**src/design/erg_pkg.sv**
```systemverilog
// Shared constants and types of the event report gate
package erg_pkg;

  localparam int NEV = 32;
  localparam int EVW = 5;

  // Register offsets
  localparam logic [7:0] OFS_IRQ_STATUS = 8'h00;
  localparam logic [7:0] OFS_IRQ_ENABLE = 8'h04;
  localparam logic [7:0] OFS_IRQ_CLEAR  = 8'h08;
  localparam logic [7:0] OFS_COND_STATE = 8'h0C;
  localparam logic [7:0] OFS_CONN_BASE  = 8'h10;

  // Interrupt status bits
  localparam int IRQ_ACCEPT  = 0;
  localparam int IRQ_REJECT  = 1;
  localparam int IRQ_WELCOME = 2;
  localparam int IRQ_REPORT  = 3;
  localparam int IRQ_W       = 4;

  // Event indices
  localparam int EV_BUILDING      = 0;
  localparam int EV_GROW_PRESS    = 1;
  localparam int EV_BYPASS        = 2;
  localparam int EV_CUE0          = 3;
  localparam int EV_MEM_EMPTY     = 11;
  localparam int EV_MEM_FULL      = 12;
  localparam int EV_MEM_SAFE      = 13;
  localparam int EV_MEM_UNSAFE    = 14;
  localparam int EV_DISCARD_PRESS = 15;
  localparam int EV_JUST_EMPTIED  = 16;
  localparam int EV_EXITING       = 17;
  localparam int EV_FLAG0         = 18;
  localparam int EV_JUST_FILLED   = 26;
  localparam int EV_MUTED         = 27;
  localparam int EV_LAMP0         = 28;

  // Momentary events carry no value suffix
  localparam logic [31:0] MOMENTARY_MASK = 32'h07FD87FA;

  // Reset values
  localparam logic [IRQ_W-1:0] IRQ_EN_RESET = 4'h0;

  // Characters and keywords
  localparam logic [7:0]  CH_LF      = 8'h0A;
  localparam logic [7:0]  CH_CR      = 8'h0D;
  localparam logic [7:0]  CH_SP      = 8'h20;
  localparam logic [7:0]  CH_AT      = 8'h40;
  localparam logic [7:0]  CH_OK      = 8'h21;
  localparam logic [7:0]  CH_FAIL    = 8'h3F;
  localparam logic [7:0]  CH_EQ      = 8'h3D;
  localparam logic [7:0]  CH_ZERO    = 8'h30;
  localparam logic [7:0]  CH_NINE    = 8'h39;
  localparam logic [7:0]  CH_E       = 8'h65;
  localparam logic [7:0]  CH_R       = 8'h72;
  localparam logic [47:0] KW_ENABLE  = 48'h656E61626C65;
  localparam logic [55:0] KW_DISABLE = 56'h64697361626C65;
  localparam logic [23:0] KW_ALL_A   = 24'h416C6C;
  localparam logic [23:0] KW_ALL_B   = 24'h414C4C;
  localparam logic [71:0] WELCOME_TXT = 72'h4057656C636F6D6520;
  localparam logic [3:0]  WELCOME_LEN = 4'h9;

  typedef enum logic [3:0] {
    ERG_MSG_OK      = 4'b0001,
    ERG_MSG_FAIL    = 4'b0010,
    ERG_MSG_WELCOME = 4'b0100,
    ERG_MSG_EVENT   = 4'b1000
  } erg_msg_type;

  typedef enum logic [1:0] {
    ERG_P_CMD = 2'b01,
    ERG_P_ARG = 2'b10
  } erg_parse_type;

  typedef enum logic [1:0] {
    ERG_F_IDLE = 2'b01,
    ERG_F_SEND = 2'b10
  } erg_fmt_type;

endpackage

```
**src/design/erg_msg_if.sv**
```systemverilog
// Message request channel between the interpreter and the formatter
`timescale 1ns/1ns
interface erg_msg_if #(parameter int CW = 1);
  logic                 req_valid;
  logic                 req_ready;
  erg_pkg::erg_msg_type req_kind;
  logic [CW-1:0]        req_conn;
  logic [4:0]           req_event;
  logic                 req_has_value;
  logic                 req_value;

  modport src (output req_valid, req_kind, req_conn, req_event, req_has_value, req_value, input req_ready);
  modport dst (input req_valid, req_kind, req_conn, req_event, req_has_value, req_value, output req_ready);
endinterface

```
**src/design/erg_cond_sync.sv**
```systemverilog
// Condition synchroniser, memory level decode and change detection
`timescale 1ns/1ns
module erg_cond_sync #(
  parameter int NEV = 32
) (
  input  wire logic           pclk,
  input  wire logic           presetn,
  input  wire logic [NEV-1:0] cond_raw,
  output logic      [NEV-1:0] cond_level,
  output logic      [NEV-1:0] cond_change
);

  typedef struct packed {
    logic [NEV-1:0] s1;
    logic [NEV-1:0] s2;
    logic [NEV-1:0] lvl;
    logic [NEV-1:0] chg;
  } erg_sync_state_type;

  erg_sync_state_type r;
  erg_sync_state_type n;
  logic [NEV-1:0]     dec;

  initial
  begin
    if (NEV != erg_pkg::NEV)
      $error("erg_cond_sync: NEV must match the package");
  end

  always_comb
  begin
    n = r;
    n.s1 = cond_raw;
    n.s2 = r.s1;
    dec = r.s2;
    // Fill code on the empty/full pair, four memory conditions
    dec[erg_pkg::EV_MEM_EMPTY]  = (r.s2[erg_pkg::EV_MEM_FULL:erg_pkg::EV_MEM_EMPTY] == 2'h0);
    dec[erg_pkg::EV_MEM_UNSAFE] = (r.s2[erg_pkg::EV_MEM_FULL:erg_pkg::EV_MEM_EMPTY] == 2'h1);
    dec[erg_pkg::EV_MEM_SAFE]   = r.s2[erg_pkg::EV_MEM_FULL];
    dec[erg_pkg::EV_MEM_FULL]   = (r.s2[erg_pkg::EV_MEM_FULL:erg_pkg::EV_MEM_EMPTY] == 2'h3);
    n.lvl = dec;
    // Momentary: rising edge; state: either edge
    n.chg = (erg_pkg::MOMENTARY_MASK & dec & ~r.lvl) | (~erg_pkg::MOMENTARY_MASK & (dec ^ r.lvl));
  end

  always_ff @(posedge pclk or negedge presetn)
  begin
    if (!presetn)
      r <= '0;
    else
      r <= n;
  end

  assign cond_level  = r.lvl;
  assign cond_change = r.chg;

endmodule

```
**src/design/erg_fmt.sv**
```systemverilog
// Output line formatter: greeting, result and event lines
`timescale 1ns/1ns
module erg_fmt #(
  parameter int          CW            = 1,
  parameter logic [15:0] SERIAL_NUMBER = 16'h0000
) (
  input  wire logic    pclk,
  input  wire logic    presetn,
  erg_msg_if.dst       msg,
  output logic         tx_valid,
  output logic [7:0]   tx_byte,
  output logic [CW-1:0] tx_conn,
  input  wire logic    tx_ready
);

  typedef struct packed {
    erg_pkg::erg_fmt_type st;
    erg_pkg::erg_msg_type kind;
    logic [CW-1:0]        conn;
    logic [4:0]           ev;
    logic                 has;
    logic                 val;
    logic [3:0]           step;
    logic                 txv;
    logic [7:0]           txd;
  } erg_fmt_state_type;

  erg_fmt_state_type r;
  erg_fmt_state_type n;
  logic [8:0]        cur;
  logic [8:0]        nxt;
  logic [8:0]        first;

  function automatic logic [7:0] hex_char(input logic [3:0] v);
    hex_char = (v < 4'hA) ? (erg_pkg::CH_ZERO + {4'h0, v}) : (8'h37 + {4'h0, v});
  endfunction

  // Returns {last, byte} for a message kind and step
  function automatic logic [8:0] byte_at(input erg_pkg::erg_msg_type k, input logic [3:0] s,
                                         input logic [4:0] ev, input logic has, input logic val);
    logic [4:0] tens;
    logic [4:0] ones;
    tens = (ev >= 5'd30) ? 5'd3 : (ev >= 5'd20) ? 5'd2 : (ev >= 5'd10) ? 5'd1 : 5'd0;
    ones = 5'(ev - 5'(tens * 5'd10));
    byte_at = {1'b1, erg_pkg::CH_LF};
    unique case (k)
      erg_pkg::ERG_MSG_OK:
        byte_at = (s == 4'h0) ? {1'b0, erg_pkg::CH_OK} : {1'b1, erg_pkg::CH_LF};
      erg_pkg::ERG_MSG_FAIL:
        case (s)
          4'h0:    byte_at = {1'b0, erg_pkg::CH_FAIL};
          4'h1:    byte_at = {1'b0, erg_pkg::CH_E};
          4'h2:    byte_at = {1'b0, erg_pkg::CH_R};
          4'h3:    byte_at = {1'b0, erg_pkg::CH_R};
          default: byte_at = {1'b1, erg_pkg::CH_LF};
        endcase
      erg_pkg::ERG_MSG_WELCOME:
        if (s < erg_pkg::WELCOME_LEN)
          byte_at = {1'b0, erg_pkg::WELCOME_TXT[8'(71 - 8 * s) -: 8]};
        else if (s < 4'hD)
          byte_at = {1'b0, hex_char(SERIAL_NUMBER[8'(15 - 4 * (s - erg_pkg::WELCOME_LEN)) -: 4])};
        else
          byte_at = {1'b1, erg_pkg::CH_LF};
      erg_pkg::ERG_MSG_EVENT:
        case (s)
          4'h0:    byte_at = {1'b0, erg_pkg::CH_AT};
          4'h1:    byte_at = {1'b0, 8'(erg_pkg::CH_ZERO + {3'h0, tens})};
          4'h2:    byte_at = {1'b0, 8'(erg_pkg::CH_ZERO + {3'h0, ones})};
          4'h3:    byte_at = has ? {1'b0, erg_pkg::CH_EQ} : {1'b1, erg_pkg::CH_LF};
          4'h4:    byte_at = {1'b0, 8'(erg_pkg::CH_ZERO + {7'h00, val})};
          default: byte_at = {1'b1, erg_pkg::CH_LF};
        endcase
      default: byte_at = {1'b1, erg_pkg::CH_LF};
    endcase
  endfunction

  always_comb
  begin
    n = r;
    cur = byte_at(r.kind, r.step, r.ev, r.has, r.val);
    nxt = byte_at(r.kind, 4'(r.step + 4'h1), r.ev, r.has, r.val);
    first = byte_at(msg.req_kind, 4'h0, msg.req_event, msg.req_has_value, msg.req_value);
    unique case (r.st)
      erg_pkg::ERG_F_IDLE:
        if (msg.req_valid)
        begin
          n.st = erg_pkg::ERG_F_SEND;
          n.kind = msg.req_kind;
          n.conn = msg.req_conn;
          n.ev = msg.req_event;
          n.has = msg.req_has_value;
          n.val = msg.req_value;
          n.step = 4'h0;
          n.txv = 1'b1;
          n.txd = first[7:0];
        end
      erg_pkg::ERG_F_SEND:
        if (tx_ready)
        begin
          if (cur[8])
          begin
            n.st = erg_pkg::ERG_F_IDLE;
            n.txv = 1'b0;
          end
          else
          begin
            n.step = 4'(r.step + 4'h1);
            n.txd = nxt[7:0];
          end
        end
    endcase
  end

  always_ff @(posedge pclk or negedge presetn)
  begin
    if (!presetn)
    begin
      r <= '0;
      r.st <= erg_pkg::ERG_F_IDLE;
      r.kind <= erg_pkg::ERG_MSG_OK;
    end
    else
      r <= n;
  end

  assign msg.req_ready = (r.st == erg_pkg::ERG_F_IDLE);
  assign tx_valid = r.txv;
  assign tx_byte  = r.txd;
  assign tx_conn  = r.conn;

endmodule

```
**src/design/erg_top.sv**
```systemverilog
// Event report gate: command interpreter, per-connection enables, APB
// Functional notes
// - Greeting with serial number at boot, new session
// - Per-connection enables, cleared on connection open
// - Enable accepts several space-separated event names
// - All keyword enables every reportable condition
// - Valid enable answered with success and LF
// - Active ongoing-state condition reported at enable, then changes
// - Lamp events report one or zero per flash
// - Memory reported as empty, unsafe, safe, full
// - Disable turns off exactly the named events
// - Disable with All clears every enable
// - Valid disable answered with success and LF
// - Disable leaves parallel control outputs untouched
// - Events sent on serial and network connections
// - Every parallel condition is also reportable
// - Event line: at-sign, name, optional value, LF
// - Value suffix only on ongoing-state events
// - Requests end with LF; CR ignored
// - Bad request: failure character, message, LF, no action
`timescale 1ns/1ns
module erg_top #(
  parameter int          NCONN         = 2,
  parameter logic [15:0] SERIAL_NUMBER = 16'h0000,
  localparam int         CW            = $clog2(NCONN)
) (
  input  wire logic          pclk,
  input  wire logic          presetn,
  input  wire logic [7:0]    paddr,
  input  wire logic          psel,
  input  wire logic          penable,
  input  wire logic          pwrite,
  input  wire logic [31:0]   pwdata,
  output logic      [31:0]   prdata,
  output logic               pready,
  output logic               pslverr,
  output logic               irq,
  input  wire logic          rx_valid,
  input  wire logic [7:0]    rx_byte,
  input  wire logic [CW-1:0] rx_conn,
  output logic               rx_ready,
  input  wire logic [NCONN-1:0] conn_open,
  output logic               tx_valid,
  output logic      [7:0]    tx_byte,
  output logic      [CW-1:0] tx_conn,
  input  wire logic          tx_ready,
  input  wire logic          building,
  input  wire logic          grow_button_pressed,
  input  wire logic          bypass,
  input  wire logic [7:0]    cue_point_reached,
  input  wire logic [1:0]    memory_fill_code,
  input  wire logic          discard_button_pressed,
  input  wire logic          memory_just_emptied,
  input  wire logic          exiting,
  input  wire logic [7:0]    flag_point_reached,
  input  wire logic          memory_just_filled,
  input  wire logic          muted,
  input  wire logic          grow_lamp_state,
  input  wire logic          shrink_lamp_state,
  input  wire logic          discard_lamp_state,
  input  wire logic          brief_mute_lamp_state,
  output logic      [31:0]   cond_level
);

  localparam int NEV = erg_pkg::NEV;
  localparam int NB  = NCONN * NEV;

  typedef struct packed {
    logic                    pready;
    logic [31:0]             prdata;
    logic                    pslverr;
    logic [erg_pkg::IRQ_W-1:0] irq_en;
    logic [erg_pkg::IRQ_W-1:0] irq_stat;
    logic                    irq;
    logic [NB-1:0]           en;
    logic [NB-1:0]           pend;
    logic [NCONN-1:0]        welc;
    erg_pkg::erg_parse_type  pst;
    logic                    cmd_en;
    logic                    cmd_dis;
    logic                    bad;
    logic                    all;
    logic [NEV-1:0]          mask;
    logic [63:0]             tok;
    logic [3:0]              tlen;
    logic                    resp_valid;
    logic                    resp_ok;
    logic [CW-1:0]           resp_conn;
    logic                    rx_ready;
    logic                    req_valid;
    erg_pkg::erg_msg_type    req_kind;
    logic [CW-1:0]           req_conn;
    logic [4:0]              req_event;
    logic                    req_has;
    logic                    req_val;
  } erg_top_state_type;

  erg_top_state_type r;
  erg_top_state_type n;
  logic [NEV-1:0]    raw;
  logic [NEV-1:0]    lvl;
  logic [NEV-1:0]    chg;
  logic [NEV-1:0]    seen;
  logic [NEV-1:0]    sel;
  logic [NEV-1:0]    add;
  logic [7:0]        num;
  logic              take;
  logic              delim;
  logic              wr;
  logic [erg_pkg::IRQ_W-1:0] set_irq;
  logic [$clog2(NB)-1:0] pick;
  logic [CW-1:0]     pc;
  logic [4:0]        pe;

  erg_msg_if #(.CW(CW)) msg ();

  initial
  begin
    if (NCONN < 2 || NCONN > 8)
      $error("erg_top: NCONN must lie in 2..8");
  end

  function automatic logic is_digit(input logic [7:0] c);
    is_digit = (c >= erg_pkg::CH_ZERO) && (c <= erg_pkg::CH_NINE);
  endfunction

  function automatic logic [$clog2(NB)-1:0] first_set(input logic [NB-1:0] v);
    first_set = '0;
    for (int i = NB - 1; i >= 0; i--)
      if (v[i])
        first_set = ($clog2(NB))'(i);
  endfunction

  // Every parallel-output condition feeds the report vector
  always_comb
  begin
    raw = '0;
    raw[erg_pkg::EV_BUILDING] = building;
    raw[erg_pkg::EV_GROW_PRESS] = grow_button_pressed;
    raw[erg_pkg::EV_BYPASS] = bypass;
    raw[erg_pkg::EV_CUE0 +: 8] = cue_point_reached;
    raw[erg_pkg::EV_MEM_FULL:erg_pkg::EV_MEM_EMPTY] = memory_fill_code;
    raw[erg_pkg::EV_DISCARD_PRESS] = discard_button_pressed;
    raw[erg_pkg::EV_JUST_EMPTIED] = memory_just_emptied;
    raw[erg_pkg::EV_EXITING] = exiting;
    raw[erg_pkg::EV_FLAG0 +: 8] = flag_point_reached;
    raw[erg_pkg::EV_JUST_FILLED] = memory_just_filled;
    raw[erg_pkg::EV_MUTED] = muted;
    raw[erg_pkg::EV_LAMP0 +: 4] = {brief_mute_lamp_state, discard_lamp_state, shrink_lamp_state, grow_lamp_state};
  end

  erg_cond_sync #(.NEV(NEV)) u_sync (
    .pclk        (pclk),
    .presetn     (presetn),
    .cond_raw    (raw),
    .cond_level  (lvl),
    .cond_change (chg)
  );

  erg_fmt #(.CW(CW), .SERIAL_NUMBER(SERIAL_NUMBER)) u_fmt (
    .pclk     (pclk),
    .presetn  (presetn),
    .msg      (msg),
    .tx_valid (tx_valid),
    .tx_byte  (tx_byte),
    .tx_conn  (tx_conn),
    .tx_ready (tx_ready)
  );

  always_comb
  begin
    n = r;
    set_irq = '0;
    seen = '0;
    sel = '0;
    add = '0;
    num = 8'h00;
    pick = first_set(r.pend);
    pc = CW'(pick / NEV);
    pe = 5'(pick % NEV);

    // Request parser; CR dropped, LF or space ends a token
    take = rx_valid && r.rx_ready && (rx_byte != erg_pkg::CH_CR);
    delim = (rx_byte == erg_pkg::CH_SP) || (rx_byte == erg_pkg::CH_LF);
    if (take && !delim)
    begin
      n.tok = {r.tok[55:0], rx_byte};
      n.tlen = (r.tlen == 4'hF) ? r.tlen : 4'(r.tlen + 4'h1);
    end
    else if (take && r.tlen != 4'h0)
    begin
      n.tok = '0;
      n.tlen = 4'h0;
      if (r.pst == erg_pkg::ERG_P_CMD)
      begin
        n.pst = erg_pkg::ERG_P_ARG;
        n.cmd_en = (r.tlen == 4'h6) && (r.tok[47:0] == erg_pkg::KW_ENABLE);
        n.cmd_dis = (r.tlen == 4'h7) && (r.tok[55:0] == erg_pkg::KW_DISABLE);
        n.bad = !(n.cmd_en || n.cmd_dis);
      end
      else if (r.tlen == 4'h3 && (r.tok[23:0] == erg_pkg::KW_ALL_A || r.tok[23:0] == erg_pkg::KW_ALL_B))
        n.all = 1'b1;
      else
      begin
        // Event names: one or two decimal digits with a value below NEV; anything else spoils the line
        if (r.tlen == 4'h1 && is_digit(r.tok[7:0]))
          num = 8'(r.tok[7:0] - erg_pkg::CH_ZERO);
        else if (r.tlen == 4'h2 && is_digit(r.tok[7:0]) && is_digit(r.tok[15:8]))
          num = 8'((r.tok[15:8] - erg_pkg::CH_ZERO) * 8'h0A + (r.tok[7:0] - erg_pkg::CH_ZERO));
        else
          num = 8'hFF;
        if (num < 8'(NEV))
          n.mask = r.mask | (NEV'(1) << num[4:0]);
        else
          n.bad = 1'b1;
      end
    end
    if (take && rx_byte == erg_pkg::CH_LF)
    begin
      n.resp_valid = 1'b1;
      n.resp_conn = rx_conn;
      n.resp_ok = !n.bad && (n.cmd_en || n.cmd_dis) && (n.all || n.mask != '0);
      sel = n.all ? '1 : n.mask;
      seen = r.en[rx_conn * NEV +: NEV];
      // Only a fully valid line changes enables
      if (n.resp_ok && n.cmd_en)
      begin
        n.en[rx_conn * NEV +: NEV] = seen | sel;
        add = sel & ~seen & lvl & ~erg_pkg::MOMENTARY_MASK;
      end
      else if (n.resp_ok && n.cmd_dis)
        n.en[rx_conn * NEV +: NEV] = seen & ~sel;
      n.pst = erg_pkg::ERG_P_CMD;
      n.cmd_en = 1'b0;
      n.cmd_dis = 1'b0;
      n.bad = 1'b0;
      n.all = 1'b0;
      n.mask = '0;
      n.tok = '0;
      n.tlen = 4'h0;
    end

    // Formatter handshake and issue: greeting, then result, then events
    if (r.req_valid && msg.req_ready)
      n.req_valid = 1'b0;
    if (!r.req_valid)
    begin
      if (r.welc != '0)
      begin
        n.req_valid = 1'b1;
        n.req_kind = erg_pkg::ERG_MSG_WELCOME;
        n.req_conn = CW'(first_set({{(NB - NCONN){1'b0}}, r.welc}));
        n.welc[n.req_conn] = 1'b0;
        set_irq[erg_pkg::IRQ_WELCOME] = 1'b1;
      end
      else if (r.resp_valid)
      begin
        n.req_valid = 1'b1;
        n.req_kind = r.resp_ok ? erg_pkg::ERG_MSG_OK : erg_pkg::ERG_MSG_FAIL;
        n.req_conn = r.resp_conn;
        n.resp_valid = 1'b0;
        set_irq[r.resp_ok ? erg_pkg::IRQ_ACCEPT : erg_pkg::IRQ_REJECT] = 1'b1;
      end
      else if (r.pend != '0)
      begin
        n.req_valid = 1'b1;
        n.req_kind = erg_pkg::ERG_MSG_EVENT;
        n.req_conn = pc;
        n.req_event = pe;
        n.req_has = !erg_pkg::MOMENTARY_MASK[pe];
        n.req_val = lvl[pe];
        n.pend[pick] = 1'b0;
        set_irq[erg_pkg::IRQ_REPORT] = 1'b1;
      end
    end
    n.rx_ready = !n.resp_valid;

    // Pending reports: new sets win over the clear above
    for (int c = 0; c < NCONN; c++)
    begin
      if (c == int'(rx_conn))
        n.pend[c * NEV +: NEV] = n.pend[c * NEV +: NEV] | add;
      n.pend[c * NEV +: NEV] = n.pend[c * NEV +: NEV] | (chg & r.en[c * NEV +: NEV]);
      if (conn_open[c])
      begin
        n.en[c * NEV +: NEV] = '0;
        n.pend[c * NEV +: NEV] = '0;
        n.welc[c] = 1'b1;
      end
    end

    // APB slave: zero wait states, decode in setup cycle
    wr = psel && penable && r.pready && pwrite;
    n.pready = psel && !penable;
    n.pslverr = 1'b0;
    n.prdata = 32'h0000_0000;
    if (psel && !penable)
    begin
      if (paddr == erg_pkg::OFS_IRQ_STATUS)
        n.prdata = 32'(r.irq_stat);
      else if (paddr == erg_pkg::OFS_IRQ_ENABLE)
        n.prdata = 32'(r.irq_en);
      else if (paddr == erg_pkg::OFS_IRQ_CLEAR)
        n.prdata = 32'h0000_0000;
      else if (paddr == erg_pkg::OFS_COND_STATE)
        n.prdata = lvl;
      else if (paddr >= erg_pkg::OFS_CONN_BASE && paddr[1:0] == 2'h0
               && (paddr - erg_pkg::OFS_CONN_BASE) < 8'(4 * NCONN))
        n.prdata = r.en[(int'(paddr - erg_pkg::OFS_CONN_BASE) / 4) * NEV +: NEV];
      else
        n.pslverr = 1'b1;
    end
    if (wr && paddr == erg_pkg::OFS_IRQ_ENABLE)
      n.irq_en = pwdata[erg_pkg::IRQ_W-1:0];
    if (wr && paddr == erg_pkg::OFS_IRQ_CLEAR)
      n.irq_stat = r.irq_stat & ~pwdata[erg_pkg::IRQ_W-1:0];
    n.irq_stat = n.irq_stat | set_irq;
    n.irq = |(n.irq_stat & n.irq_en);
  end

  always_ff @(posedge pclk or negedge presetn)
  begin
    if (!presetn)
    begin
      r <= '0;
      r.irq_en <= erg_pkg::IRQ_EN_RESET;
      r.welc <= '1;
      r.pst <= erg_pkg::ERG_P_CMD;
      r.rx_ready <= 1'b1;
      r.req_kind <= erg_pkg::ERG_MSG_OK;
    end
    else
      r <= n;
  end

  assign msg.req_valid     = r.req_valid;
  assign msg.req_kind      = r.req_kind;
  assign msg.req_conn      = r.req_conn;
  assign msg.req_event     = r.req_event;
  assign msg.req_has_value = r.req_has;
  assign msg.req_value     = r.req_val;

  assign prdata     = r.prdata;
  assign pready     = r.pready;
  assign pslverr    = r.pslverr;
  assign irq        = r.irq;
  assign rx_ready   = r.rx_ready;
  // Parallel feed runs regardless of report enables
  assign cond_level = lvl;

endmodule

```
**config.mk**
```make
export PLATFORM = sky130hd
export DESIGN_NAME = erg_top
export DESIGN_NICKNAME = d
export VERILOG_FILES = /design/src/design/erg_pkg.sv /design/src/design/erg_msg_if.sv /design/src/design/erg_cond_sync.sv /design/src/design/erg_fmt.sv /design/src/design/erg_top.sv
export SDC_FILE = /design/constraint.sdc
export NUM_CORES = 1
export LEC_CHECK = 0
export CORE_ASPECT_RATIO = 1.1
export CORE_UTILIZATION = 31
export CTS_BUF_LIST = sky130_fd_sc_hd__clkbuf_8
export DETAILED_ROUTE_END_ITERATION = 10
export DONT_BUFFER_PORTS = 1
export GPL_ROUTABILITY_DRIVEN = 0
export GPL_TIMING_DRIVEN = 0
export PLACE_DENSITY = 0.49
export SYNTH_ARGS = -nofsm -noshare
export SYNTH_HDL_FRONTEND = slang
export SYNTH_SLANG_ARGS = --single-unit
export TNS_END_PERCENT = 50
```
**constraint.sdc**
```tcl
create_clock -name pclk -period 13.25 [get_ports pclk]
set_clock_uncertainty 0.2 [all_clocks]
set_input_delay 1.325 -clock pclk [delete_from_list [all_inputs] [get_ports pclk]]
set_output_delay 1.325 -clock pclk [all_outputs]
set_load 0.01 [all_outputs]
```
==> summary.md <==
| Metric | Value |
|---|---|
| Status | complete, no violations |
| Count leader, synth | dfrtp_1 |
| Largest net degree at the start of global routing | 438 |
| Critical path capture point type | flop |
| Met1 Resource Use GR | 28.6% |
| GR Util met3 | ~3.4% |
| Die ar. | 0.0701 sq mm |
| ANT nets after route | 0 |
| Gate Count Post-Synth | about 2100 |
| Slew Viols, Final | 0 |
| Lkg Pwr | 10.7 nW |
| Synth area leader | dfrtp_1 |
| R2r startpoint | r[33] |
| Finished Cell Area | between 0.02 and 0.025 sq mm |
| FMAX | ~0.16 GHz |
| Routed WL | 75900 microns |
| Clk pin slew, worst setup/hold paths | 60 ps |
| Number of global-route vias before repair | ~18000 |
| VDD IR max | 69.7 uV |
| Yosys top cell area share | 50.3% |
| Final min period | 6200 ps |
| Root buf cell | clkbuf_8 |
| Syn avg cell area | 9.98 sq um |
| Slew @ Worst Pin | roughly 1400 ps |
| Critical-path top delay cell | o41ai_1 |
| IO buf count | 0 |
| Final worst slack | 7050 ps |
| Clk_lat worst skew | 680 ps |
| Share of cells above drive strength 1 | 13.3% |
| Setup Fix Bufs, Post-CTS | 0 |
| Die Ht | around 280 microns |
| DP Worst Slack | 7160 ps |
| Yosys warnings | 0 |
| Initial core utilization | a little under a third |
| Routed via count | ~18000 |
| Synth unique cells | 85 |
| FF-to-FF End | r[187] |
| CTS tree | built |
| Primary FF master, synth | dfrtp_1 |
| Flop2flop setup slack | 7050 ps |
| Hold Crit Start | u_sync.n[94] |
| Pre-antenna DRT Iters | 5 |
| Wire per inst | 23.6 microns |
| CP startpoint kind | flop |
| Critical path's largest stage delay | roughly 1200 ps |
| Number of synthesized flops with an enable pin | 0 |
| Initial antenna violation count | 1 |
| Final Power | 3.34 mW |
| Layout Nets | 2359 |
| Site row count | 100 |
| Hold Violations, Final | 0 |
| Hold Crit Depth | 0 |
| Final setup viols | 0 |
| Worst hold path type | reg2reg |
| TritonCTS Buffers | 83 |
| Met2 usage in global routing | around 35% |
| Synth top area cells | dfrtp_1 (50%), a21oi_1 (4.7%), nand2_1 (3.7%) |
| Worst Path Required | 13560 ps |
| Worst reg2reg path depth | 20 |
| Global Route Usage Sum | 21.6% |
| Setup TNS | 0 ps |
| Crit Path Class | reg2reg |
| Slew margin rel. | 6.42% |
| Initial drt markers | 1555 |
| IO Pins | 166 |
| Post-DP HPWL | 54200 microns |
| Number of max-cap violations | 0 |
| Post-synth ARST share | 100% |
| Top cells by count, synth | dfrtp_1 (430), nand2_1 (210), a21oi_1 (203) |
| Die width | 253 microns |
| Total grt overflow | 0 |
| Placed cell areas | 0.0226 sq mm |
| Hold endpoint | u_sync.dec[30] |
| Crit Path Max Fanout | 10 |
| Area Growth Syn to Fin | 13.7% |
| Worst Path Arrival | ~6500 ps |
| RSZ-0062 raised after global routing | false |
| Worst Path Buf+Inv | 4 |
| # H-tree levels | 3 |
| Register bit total from synthesis | 437 |
| PwrDens | about 140 mW/mm^2 |
| Vias per cell | 5.45 |
| Remaining design rule violation count | 0 |
| Final period util | between 40 and 50% |
| CP dominant cell by count | ha_1 |
| Global-route wire length before repair | 113000 microns |
| Critical path's top delay family | compound AO/OA/AOI/OAI gates |
| CTS Hold Bufs | 0 |
| Global route hottest layer | met2 |
| Final Util | 35.8% |
| Worst-case clock buffer depth | 3 |
| Mapped cell area | 0.0214 sq mm |
| Cell Chain, Critical Path | inv_1, ha_1, ha_1, ha_1, xnor2_1, ha_1, or3b_2, o21ai_0, a31oi_1, o311ai_0, o31a_1, nor2_1, o41ai_1, nor2_1, o31a_1, buf_4, buf_6, nand2_2, buf_2, o22ai_1 |
| # clock sinks | ~440 |
| Sequential share of the synthesized area | a little over 50% |
| CTS resizes | 0 |
| Core Box Area | 0.0679 sq mm |
| Post-synth net total | 2272 |
| Fillers | 6850 |
==> cell type report <==
cell class                 count  area, sq um  share of cell area [%]
antenna                        2         5.00                  0.0206
buffer                       174          955                    3.92
clock buffer                 108         1490                    6.11
clock inverter                43          272                    1.12
inverter                      58          218                   0.894
multi-input combinational   1475         9300                    38.2
sequential                   437        10900                    45.0
tap                          918         1150                    4.72
timing repair buffer           2         15.0                  0.0617
==> cell families (layout without fill, tap and decap cells) <==
family | after synthesis | after routing | synth area share (%)
buffers and inverters | 232 | 385 | 5.48
DFF | 437 | 437 | 51.1
muxes | 96 | 96 | 4.80
and+or+nand+nor | 654 | 654 | 14.9
adders and majority gates | 40 | 40 | 2.44
xor gates and xnor gates | 28 | 28 | 1.21
AOI/OAI and AO/OA | 656 | 656 | 20.0
other | 1 | 3 | 0.0175
==> sequential cells by signal (all words and copies together), names as in the netlist, 4 cells and up <==
signal	flops
msg.req_kind	4
u_sync.cond_level	32
u_sync.dec	29
u_sync.n	30
u_fmt.tx_byte	7
msg.req_event	5
u_fmt.r	17
u_sync.cond_change	32
r	239
prdata	32
==> metal layers <==
metal / wire, microns / up-vias
li1: - / 7899
met1: 32300 / 8790
met2: 35800 / 688
met3: 4550 / 153
met4: 3240 / 0
met5: 0 / -
==> worst register-to-register path: cells and delay by family, from the launching register on <==
kind,cells,cell delay [ps]
buffers and inverters,4,750
AND/OR/NAND/NOR,4,1000
XOR/XNOR,1,140
adder cells (fa/ha/maj),4,1260
flip-flops,1,420
AO/OA/AOI/OAI,7,2250
==> stage by stage <==
| step | hold slack [ps] | std cells |
|---|---|---|
| 4_1_cts | 118 | 3215 |
| 3_3_place_gp | 132 | 3062 |
| 5_1_grt | 128 | 3216 |
| 3_5_place_dp | 135 | 3064 |
| 2_1_floorplan | 131 | 2144 |
| 6_report | 146 | 3217 |
==> placed cells by master, fill, tap and decap left out, types with 21 or more instances in the layout <==
master	instances
nor4_1	25
nand3_1	34
o21a_1	32
dfrtp_1	430
o22ai_1	32
a22o_1	51
a21oi_1	203
inv_1	83
nand2b_1	25
a211oi_1	21
nor2_1	172
o211ai_1	59
mux2i_1	43
buf_4	75
clkbuf_1	82
clkbuf_8	108
ha_1	37
nand2_1	210
a31oi_1	25
a22oi_1	32
o21ai_0	102
mux2_2	53
and2_1	21
nor3_1	35
nor2b_1	39
==> power by group <==
part	total, mW	switching, mW	internal, mW
Clock	1.40	0.613	0.788
Combinational	0.446	0.258	0.188
Sequential	1.49	0.0789	1.41
==> worst max path at each step <==
stage	from	to	slack [ps]	cells after the start
after floorplan	r[33]	r[187]	8560	20
after global placement	r[33]	r[187]	7180	20
after detailed placement	r[33]	r[168]	7160	20
after CTS	r[33]	r[168]	7100	20
after global routing	r[33]	r[168]	6810	20
final	r[33]	r[187]	7050	20
Power figures use the tool's default switching activity.
